### config.mk
export PLATFORM = sky130hd
export DESIGN_NAME = dspl_serial_port
export DESIGN_NICKNAME = d
export VERILOG_FILES = /design/src/dspl_pkg.sv /design/src/dspl_serial_port.sv
export VERILOG_INCLUDE_DIRS = /design/src
export SDC_FILE = /design/constraint.sdc
export NUM_CORES = 1
export LEC_CHECK = 0
export ABC_AREA = 1
export BUFFER_PORTS_ARGS = -buffer_cell sky130_fd_sc_hd__buf_2
export CAP_MARGIN = 0
export CELL_PAD_IN_SITES_DETAIL_PLACEMENT = 1
export CELL_PAD_IN_SITES_GLOBAL_PLACEMENT = 2
export CORE_ASPECT_RATIO = 0.5
export CORE_MARGIN = 10
export CORE_UTILIZATION = 39
export DETAILED_ROUTE_END_ITERATION = 10
export MAX_ROUTING_LAYER = met4
export PLACE_DENSITY = 0.93
export SYNTH_ARGS = -nofsm -noshare
export SYNTH_HDL_FRONTEND = slang
export SYNTH_SLANG_ARGS = --single-unit
### constraint.sdc
create_clock -name pclk -period 5.5 [get_ports pclk]
set_input_delay 0.275 -clock pclk [delete_from_list [all_inputs] [get_ports pclk]]
set_output_delay 0.275 -clock pclk [all_outputs]
set_load 0.03 [all_outputs]
### src/dspl_defs.svh
// Register indices, field positions and reset values of the serial port.
`ifndef DSPL_DEFS_SVH
`define DSPL_DEFS_SVH

// ****************************************************************
// Register indices; the APB byte address is four times the index.
// ****************************************************************
`define DSPL_IDX_GLOBAL 24'h808040
`define DSPL_IDX_TX_PIN 24'h808042
`define DSPL_IDX_RX_PIN 24'h808043
`define DSPL_IDX_TMR_CTL 24'h808044
`define DSPL_IDX_TMR_CNT 24'h808045
`define DSPL_IDX_TMR_PER 24'h808046
`define DSPL_IDX_FLAG 24'h808047
`define DSPL_IDX_TX_BUF 24'h808048
`define DSPL_IDX_RX_BUF 24'h80804c

// ****************************************************************
// Field positions.
// ****************************************************************
`define DSPL_GC_TX_FREE 0
`define DSPL_GC_RX_FULL 1
`define DSPL_GC_RX_EN 2
`define DSPL_GC_TX_EN 6
`define DSPL_PC_CLK_OUT 0
`define DSPL_PC_FS_OUT 4
`define DSPL_TC_RUN 0
`define DSPL_FLAG_BIT 0

// ****************************************************************
// Reset values and word length.
// ****************************************************************
`define DSPL_RST_WORD 32'h00000000
`define DSPL_RST_FLAG 1'h1
`define DSPL_WORD_BITS 5'h10
`define DSPL_LAST_BIT 5'h0f

`endif

### src/dspl_pkg.sv
// Types shared by the converter link serial port.
package dspl_pkg;

  // Transmit sequencer states.
  typedef enum logic [1:0] {
    DSPL_TX_IDLE = 2'b00,
    DSPL_TX_SYNC = 2'b01,
    DSPL_TX_SHIFT = 2'b10
  } dspl_tx_state_t;

  // Layout of one sixteen-bit converter word.
  typedef struct packed {
    logic reg_select_high;
    logic speed_select;
    logic power_down_bit;
    logic reg_select_low;
    logic [11:0] sample;
  } dspl_dac_word_t;

endpackage

### src/dspl_serial_port.sv
// Serial port that shares one link between a serial ADC and a dual DAC.
//
// The APB register port was decided locally.
`timescale 1ns/1ns
`default_nettype none
`include "dspl_defs.svh"
module dspl_serial_port
  import dspl_pkg::*;
(
  input wire logic pclk,
  input wire logic presetn,
  input wire logic psel,
  input wire logic penable,
  input wire logic pwrite,
  input wire logic [31:0] paddr,
  input wire logic [31:0] pwdata,
  output logic [31:0] prdata,
  output logic pready,
  output logic pslverr,
  input wire logic tx_bit_clock_pin_i,
  output logic tx_bit_clock_pin_o,
  output logic tx_bit_clock_pin_oe,
  input wire logic tx_frame_sync_pin_i,
  output logic tx_frame_sync_pin_o,
  output logic tx_frame_sync_pin_oe,
  output logic tx_serial_pin,
  input wire logic rx_bit_clock_pin,
  input wire logic rx_frame_sync_pin,
  input wire logic rx_serial_pin,
  output logic flag_output_zero,
  output logic dac_select_n
);

  // ****************************************************************
  // APB slave.
  // ****************************************************************

  // Word index match; the two low address bits must be zero.
  function automatic logic reg_hit(input logic [31:0] a,
                                   input logic [23:0] idx);
    reg_hit = (a[31:26] == 6'h00) && (a[25:2] == idx) && (a[1:0] == 2'h0);
  endfunction

  logic [31:0] gc_reg, txpc_reg, rxpc_reg, tmc_reg, tcnt_reg, tper_reg;
  logic [31:0] txbuf_reg, rxbuf_reg, rx_shift_reg, tx_shift_reg;
  logic flag_reg, tx_free_reg, rx_full_reg, rx_pending_reg;
  logic pready_reg, pslverr_reg;
  logic [31:0] prdata_reg;
  logic apb_done, wr_en, rd_en, wr_txbuf, rd_rxbuf, mapped;

  // A transfer completes at the edge where pready is already high.
  assign apb_done = psel & penable & pready_reg;
  assign wr_en = apb_done & pwrite;
  assign rd_en = apb_done & ~pwrite;
  assign wr_txbuf = wr_en & reg_hit(paddr, `DSPL_IDX_TX_BUF);
  assign rd_rxbuf = rd_en & reg_hit(paddr, `DSPL_IDX_RX_BUF);
  assign mapped = reg_hit(paddr, `DSPL_IDX_GLOBAL) |
                  reg_hit(paddr, `DSPL_IDX_TX_PIN) |
                  reg_hit(paddr, `DSPL_IDX_RX_PIN) |
                  reg_hit(paddr, `DSPL_IDX_TMR_CTL) |
                  reg_hit(paddr, `DSPL_IDX_TMR_CNT) |
                  reg_hit(paddr, `DSPL_IDX_TMR_PER) |
                  reg_hit(paddr, `DSPL_IDX_FLAG) |
                  reg_hit(paddr, `DSPL_IDX_TX_BUF) |
                  reg_hit(paddr, `DSPL_IDX_RX_BUF);

  // One wait state keeps read data and error straight from flops.
  always_ff @(posedge pclk or negedge presetn) begin
    if (!presetn) begin
      pready_reg <= 1'b0;
      pslverr_reg <= 1'b0;
      prdata_reg <= `DSPL_RST_WORD;
    end else begin
      pready_reg <= psel & penable & ~pready_reg;
      pslverr_reg <= psel & penable & ~pready_reg & ~mapped;
      prdata_reg <= `DSPL_RST_WORD;
      if (psel & penable & ~pready_reg & ~pwrite) begin
        if (reg_hit(paddr, `DSPL_IDX_GLOBAL)) begin
          prdata_reg <= {gc_reg[31:2], rx_full_reg, tx_free_reg};
        end
        if (reg_hit(paddr, `DSPL_IDX_TX_PIN)) prdata_reg <= txpc_reg;
        if (reg_hit(paddr, `DSPL_IDX_RX_PIN)) prdata_reg <= rxpc_reg;
        if (reg_hit(paddr, `DSPL_IDX_TMR_CTL)) prdata_reg <= tmc_reg;
        if (reg_hit(paddr, `DSPL_IDX_TMR_CNT)) prdata_reg <= tcnt_reg;
        if (reg_hit(paddr, `DSPL_IDX_TMR_PER)) prdata_reg <= tper_reg;
        if (reg_hit(paddr, `DSPL_IDX_FLAG)) begin
          prdata_reg <= {31'h00000000, flag_reg};
        end
        if (reg_hit(paddr, `DSPL_IDX_TX_BUF)) prdata_reg <= txbuf_reg;
        if (reg_hit(paddr, `DSPL_IDX_RX_BUF)) prdata_reg <= rxbuf_reg;
      end
    end
  end

  assign pready = pready_reg;
  assign pslverr = pslverr_reg;
  assign prdata = prdata_reg;

  // Control registers; status bits of the global word are not stored.
  always_ff @(posedge pclk or negedge presetn) begin
    if (!presetn) begin
      gc_reg <= `DSPL_RST_WORD;
      txpc_reg <= `DSPL_RST_WORD;
      rxpc_reg <= `DSPL_RST_WORD;
      tmc_reg <= `DSPL_RST_WORD;
      tper_reg <= `DSPL_RST_WORD;
      txbuf_reg <= `DSPL_RST_WORD;
      flag_reg <= `DSPL_RST_FLAG;
    end else if (wr_en) begin
      if (reg_hit(paddr, `DSPL_IDX_GLOBAL)) gc_reg <= {pwdata[31:2], 2'h0};
      if (reg_hit(paddr, `DSPL_IDX_TX_PIN)) txpc_reg <= pwdata;
      if (reg_hit(paddr, `DSPL_IDX_RX_PIN)) rxpc_reg <= pwdata;
      if (reg_hit(paddr, `DSPL_IDX_TMR_CTL)) tmc_reg <= pwdata;
      if (reg_hit(paddr, `DSPL_IDX_TMR_PER)) tper_reg <= pwdata;
      if (reg_hit(paddr, `DSPL_IDX_FLAG)) begin
        flag_reg <= pwdata[`DSPL_FLAG_BIT];
      end
      if (wr_txbuf) txbuf_reg <= pwdata;
    end
  end

  // Flag low selects the ADC; the flop drives the pin directly.
  assign flag_output_zero = flag_reg;

  // ****************************************************************
  // Bit clock generation and pin synchronisers.
  // ****************************************************************
  logic bit_clk_reg, tmr_hit, clk_out_mode, fs_out_mode;
  logic txclk_s1, txclk_s2, txclk_s3, txfs_s1, txfs_s2;
  logic rxclk_s1, rxclk_s2, rxclk_s3, rxfs_s1, rxfs_s2, rxd_s1, rxd_s2;
  logic tx_rise, rx_fall;

  assign clk_out_mode = txpc_reg[`DSPL_PC_CLK_OUT];
  assign fs_out_mode = txpc_reg[`DSPL_PC_FS_OUT];
  assign tmr_hit = tmc_reg[`DSPL_TC_RUN] & (tcnt_reg == tper_reg);

  // Half bit period is period+1 pclk cycles; the counter is writable.
  always_ff @(posedge pclk or negedge presetn) begin
    if (!presetn) begin
      tcnt_reg <= `DSPL_RST_WORD;
      bit_clk_reg <= 1'b0;
    end else begin
      if (wr_en && reg_hit(paddr, `DSPL_IDX_TMR_CNT)) begin
        tcnt_reg <= pwdata;
      end else if (tmr_hit) begin
        tcnt_reg <= `DSPL_RST_WORD;
      end else if (tmc_reg[`DSPL_TC_RUN]) begin
        tcnt_reg <= tcnt_reg + 32'h00000001;
      end
      if (tmr_hit) bit_clk_reg <= ~bit_clk_reg;
    end
  end

  // Pin direction follows the pin control word.
  assign tx_bit_clock_pin_o = bit_clk_reg;
  assign tx_bit_clock_pin_oe = clk_out_mode;

  // Two flops ahead of any logic; the third only keeps edge history.
  always_ff @(posedge pclk or negedge presetn) begin
    if (!presetn) begin
      {txclk_s1, txclk_s2, txclk_s3, txfs_s1, txfs_s2} <= 5'h00;
      {rxclk_s1, rxclk_s2, rxclk_s3, rxfs_s1, rxfs_s2} <= 5'h00;
      {rxd_s1, rxd_s2} <= 2'h0;
    end else begin
      txclk_s1 <= tx_bit_clock_pin_i;
      txclk_s2 <= txclk_s1;
      txclk_s3 <= txclk_s2;
      txfs_s1 <= tx_frame_sync_pin_i;
      txfs_s2 <= txfs_s1;
      rxclk_s1 <= rx_bit_clock_pin;
      rxclk_s2 <= rxclk_s1;
      rxclk_s3 <= rxclk_s2;
      rxfs_s1 <= rx_frame_sync_pin;
      rxfs_s2 <= rxfs_s1;
      rxd_s1 <= rx_serial_pin;
      rxd_s2 <= rxd_s1;
    end
  end

  // The internal clock needs no synchroniser, so its edge is known early.
  assign tx_rise = clk_out_mode ? (tmr_hit & ~bit_clk_reg) :
                                  (txclk_s2 & ~txclk_s3);
  assign rx_fall = rxclk_s3 & ~rxclk_s2;

  // ****************************************************************
  // Transmit path.
  // ****************************************************************
  dspl_tx_state_t tx_state_reg;
  dspl_dac_word_t tx_word;
  logic [4:0] tx_cnt_reg;
  logic tx_fs_reg, tx_data_reg, dac_sel_n_reg, tx_load;

  assign tx_word = dspl_dac_word_t'(txbuf_reg[15:0]);
  // A buffer write in the same cycle defers the load by one bit clock.
  assign tx_load = tx_rise & (tx_state_reg == DSPL_TX_IDLE) &
                   gc_reg[`DSPL_GC_TX_EN] & ~tx_free_reg & ~wr_txbuf;

  // Sync pulse one bit wide, then sixteen bits MSB first; each word is
  // framed alone, so software orders init, config and select words.
  always_ff @(posedge pclk or negedge presetn) begin
    if (!presetn) begin
      tx_state_reg <= DSPL_TX_IDLE;
      tx_cnt_reg <= 5'h00;
      tx_shift_reg <= `DSPL_RST_WORD;
      tx_fs_reg <= 1'b0;
      tx_data_reg <= 1'b0;
      dac_sel_n_reg <= 1'b1;
    end else if (tx_rise) begin
      case (tx_state_reg)
        DSPL_TX_IDLE: begin
          if (tx_load) begin
            tx_shift_reg <= {16'h0000, tx_word};
            tx_fs_reg <= fs_out_mode;
            dac_sel_n_reg <= ~flag_reg;
            tx_state_reg <= DSPL_TX_SYNC;
          end
        end
        DSPL_TX_SYNC: begin
          if (fs_out_mode || txfs_s2) begin
            tx_fs_reg <= 1'b0;
            tx_data_reg <= tx_shift_reg[15];
            tx_shift_reg <= {tx_shift_reg[30:0], 1'b0};
            tx_cnt_reg <= 5'h01;
            tx_state_reg <= DSPL_TX_SHIFT;
          end
        end
        DSPL_TX_SHIFT: begin
          if (tx_cnt_reg == `DSPL_WORD_BITS) begin
            dac_sel_n_reg <= 1'b1;
            tx_state_reg <= DSPL_TX_IDLE;
          end else begin
            tx_data_reg <= tx_shift_reg[15];
            tx_shift_reg <= {tx_shift_reg[30:0], 1'b0};
            tx_cnt_reg <= tx_cnt_reg + 5'h01;
          end
        end
        default: tx_state_reg <= DSPL_TX_IDLE;
      endcase
    end
  end

  // Free flag: set by the load, cleared by a buffer write.
  always_ff @(posedge pclk or negedge presetn) begin
    if (!presetn) begin
      tx_free_reg <= 1'b1;
    end else if (tx_load) begin
      tx_free_reg <= 1'b1;
    end else if (wr_txbuf) begin
      tx_free_reg <= 1'b0;
    end
  end

  assign tx_frame_sync_pin_o = tx_fs_reg;
  assign tx_frame_sync_pin_oe = fs_out_mode;
  assign tx_serial_pin = tx_data_reg;
  assign dac_select_n = dac_sel_n_reg;

  // ****************************************************************
  // Receive path.
  // ****************************************************************
  logic rx_busy_reg, rx_done;
  logic [4:0] rx_cnt_reg;
  logic [15:0] rx_word;

  assign rx_done = rx_fall & rx_busy_reg & ~rx_pending_reg &
                   (rx_cnt_reg == `DSPL_LAST_BIT);
  assign rx_word = {rx_shift_reg[14:0], rxd_s2};

  // A sync seen at a falling edge arms capture of the next sixteen bits;
  // while a word waits for an unread buffer every edge is ignored.
  always_ff @(posedge pclk or negedge presetn) begin
    if (!presetn) begin
      rx_busy_reg <= 1'b0;
      rx_cnt_reg <= 5'h00;
      rx_shift_reg <= `DSPL_RST_WORD;
    end else if (rx_fall && !rx_pending_reg && gc_reg[`DSPL_GC_RX_EN]) begin
      if (!rx_busy_reg) begin
        rx_busy_reg <= rxfs_s2;
        rx_cnt_reg <= 5'h00;
      end else begin
        rx_shift_reg <= {rx_shift_reg[30:0], rxd_s2};
        rx_cnt_reg <= rx_cnt_reg + 5'h01;
        if (rx_cnt_reg == `DSPL_LAST_BIT) rx_busy_reg <= 1'b0;
      end
    end
  end

  // Buffer and flags; a completing word wins over a clearing read.
  always_ff @(posedge pclk or negedge presetn) begin
    if (!presetn) begin
      rxbuf_reg <= `DSPL_RST_WORD;
      rx_full_reg <= 1'b0;
      rx_pending_reg <= 1'b0;
    end else if (rx_done) begin
      if (!rx_full_reg || rd_rxbuf) begin
        rxbuf_reg <= {16'h0000, rx_word};
        rx_full_reg <= 1'b1;
      end else begin
        rx_pending_reg <= 1'b1;
      end
    end else if (rd_rxbuf) begin
      if (rx_pending_reg) begin
        rxbuf_reg <= {16'h0000, rx_shift_reg[15:0]};
        rx_pending_reg <= 1'b0;
      end else begin
        rx_full_reg <= 1'b0;
      end
    end
  end

  logic [4:0] h_bits;
  always_ff @(posedge pclk or negedge presetn) begin
    if (!presetn) begin
      h_bits <= 5'h00;
    end else if (tx_rise && tx_state_reg == DSPL_TX_SYNC) begin
      h_bits <= 5'h00;
    end else if (tx_rise && tx_state_reg == DSPL_TX_SHIFT) begin
      h_bits <= h_bits + 5'h01;
    end
  end
endmodule
`default_nettype wire

==> results.yml <==
min_path:
  hp-class: "input port to register"
power:
  cellPowerDensity_mw_per_mm2: 256.0
  power_mw: 5.250
  ir_worst_vdd_v: 0.0002461
  leakage_nw: 10.97
routing:
  drt_iter0_drc: 1202
  ant_nets: 0
  wl_um: 63110
  post_drt_via_cell_ratio: 5.429
  avgRoutedWirePerCell_um: 20.72
  firstDrtPassIters: 5
  drc_errors: 0
  vias: 16530
worst_setup_path:
  critPathKind: "register to register"
  end_kind: "register"
  crit_required_ps: 5950
  critPathLaunchType: "register"
  arrival_ps: 3830
  crit_fanout: 62
floorplan:
  rows: 55
  die_area_mm2: 0.05539
  die_h_um: 171.5
  design.core.area_mm2: 0.04528
  die_x_um: 323.0
  start_util_pct: 39.53
  io-pin-count: 115
sta:
  finalCriticalPeriod_ps: 3384
  rsz0062_at_grt: "false"
  finClkSkew_ps: 32.58
  drv_slew: 0
  finalSetupTns_ps: 0
  period_share_pct: 61.53
  relSlewSlack_pct: 21.42
  hold_viol: 0
  fmax_ghz: 0.2955
  setup_violations: 0
  worstMarginPinSlew_ps: 1175
global_route:
  antenna_found_initial: 1
  track_usage_pct: 23.29
  grt_pass1_wl_um: 98320
  grt_max_degree: 130
  grt_overflow: 0
  grt_pass1_vias: 16740
place:
  post_dp_cell_area_mm2: 0.01893
  place_inst: 2940
  io_buffers: 114
  place.gp.congestion: 0.9367
  hpwlAfterDp_um: 44210
cts:
  cts_tree: "built"
  cts_sinks: 337
  clock_path_buffers: 3
  h-tree-depth: 2
  path_clk_slew_ps: 60
  postCtsSetupBuffers: 0
  clock_latency_ps: 560
  root_buffer: "clkbuf_16"
  cts_inserted_buffers: 35
  cts_resized: 0
  cts.hold.buffers_added: 36
job:
  drv_cap: 0
cells_and_area:
  n_fill_cell: 5597
  finalNonFillerCells: 3045
  final_util_pct: 45.29
  postLayoutCellArea_mm2: 0.02051
  syn2layout_area_growth_pct: 14.57
  fin_nets: 2499
  drive_gt1_share_pct: 11.17
synth:
  yosys_warnings: 0
  synth-edff-count: 0
  syn-num-nets: 2398
  dominantRegCellSynth: "dfrtp_1"
  synth_cells: 2315
  synth-seq-area-share_pct: 47.13
  netlist_area_mm2: 0.01790
  async_flop_share_pct: 100.0
  synth_area_per_cell_um2: 7.732
  ys_ff_latch: 337
  ys_types: 51
run_status:
  status: "completed"
## cells in the mapped netlist (all sizes together), types with 8 or more instances
cell,instances,area [µm²]
clkbuf,62,234.0
nand2,547,2091
nor2,228,925.9
o21bai,28,210.2
nor4,12,75.07
dfrtp,334,8358
or2,8,50.05
xor2,23,201.4
mux2i,30,300.3
buf,49,302.8
a21oi,180,900.9
o221ai,28,245.2
nand3,114,600.6
ha,9,112.6
nor3,34,186.4
mux2,15,168.9
nand4,82,525.5
o21ai,167,835.8
inv,329,1235
## stage by stage
stage	hold slack (ps)	setup WS (ps)
2_1_floorplan	-20.59	3436
3_3_place_gp	332.0	2271
3_5_place_dp	335.8	2142
4_1_cts	35.60	2193
5_1_grt	42.53	1927
6_report	42.61	2116
## final timing paths
path / startpoint / endpoint / slack (ps) / cells past startpoint
min in group asynchronous: presetn / rx_shift_reg[2] / 460 / 2
worst max-delay path: pready / tcnt_reg[19] / 2120 / 7
worst min-delay path: pwdata[30] / rxpc_reg[30] / 40 / 3
worst max register to register: pready / tcnt_reg[19] / 2120 / 7
worst min register to register: rxclk_s1 / rxclk_s2 / 350 / 0
max in group asynchronous: presetn / txpc_reg[22] / 3820 / 3
## report_power, final
part	total [mW]	switching, mW	internal (mW)
logic	0.207	0.155	0.0517
clock network	2.56	1.09	1.47
registers	2.49	0.00212	2.48
## area by class of cell
class | instances | area [µm²] | area share [%]
timing repair buffer | 175 | 1154 | 5.625
multi-input combinational | 1538 | 7720 | 37.64
clock inverter | 16 | 207.7 | 1.013
clock buffer | 48 | 996.0 | 4.857
tap | 598 | 748.2 | 3.649
inverter | 329 | 1235 | 6.022
antenna | 4 | 10.01 | 0.04881
sequential | 337 | 8437 | 41.14
## metal layers
layer | part of all wire [%] | GRT usage [%] | vias to the layer above
li1 | - | - | 7707
met1 | 47 | 32.03 | 8343
met2 | 45 | 35.60 | 413
met3 | 6.7 | 4.281 | 67
met4 | 1.8 | 4.950 | 0
met5 | 0 | - | -
## cell usage in the layout (no fill, tap or decap), types with 12 or more instances in the layout
master / n
nand2_1: 533
dfrtp_1: 334
inv_1: 315
nor2_1: 215
a21oi_1: 180
o21ai_0: 167
buf_2: 113
nand3_1: 111
nand4_1: 80
clkbuf_16: 36
dlygate4sd3_1: 36
nor3_1: 31
mux2i_1: 30
o21bai_1: 28
o221ai_1: 28
xor2_1: 23
buf_4: 23
mux2_2: 15
inv_2: 14
nand2_2: 12
## cell families after synthesis
kind of cell	synth area share [%]
AOI/OAI and AO/OA	13.07
xor gates and xnor gates	1.321
adders and majority gates	0.6291
buffers and inverters	9.898
DFF	47.13
muxes	2.621
and+or+nand+nor	25.32
## worst max-delay path: stages (launching register included)
cell and delay [ps]:
dfrtp_1 400, nand3_1 220, nor2_1 900, nand2_2 90
buf_4 300, nand2_2 890, inv_1 170, o31ai_1 270
No activity file was read; power rests on OpenSTA's default activity.
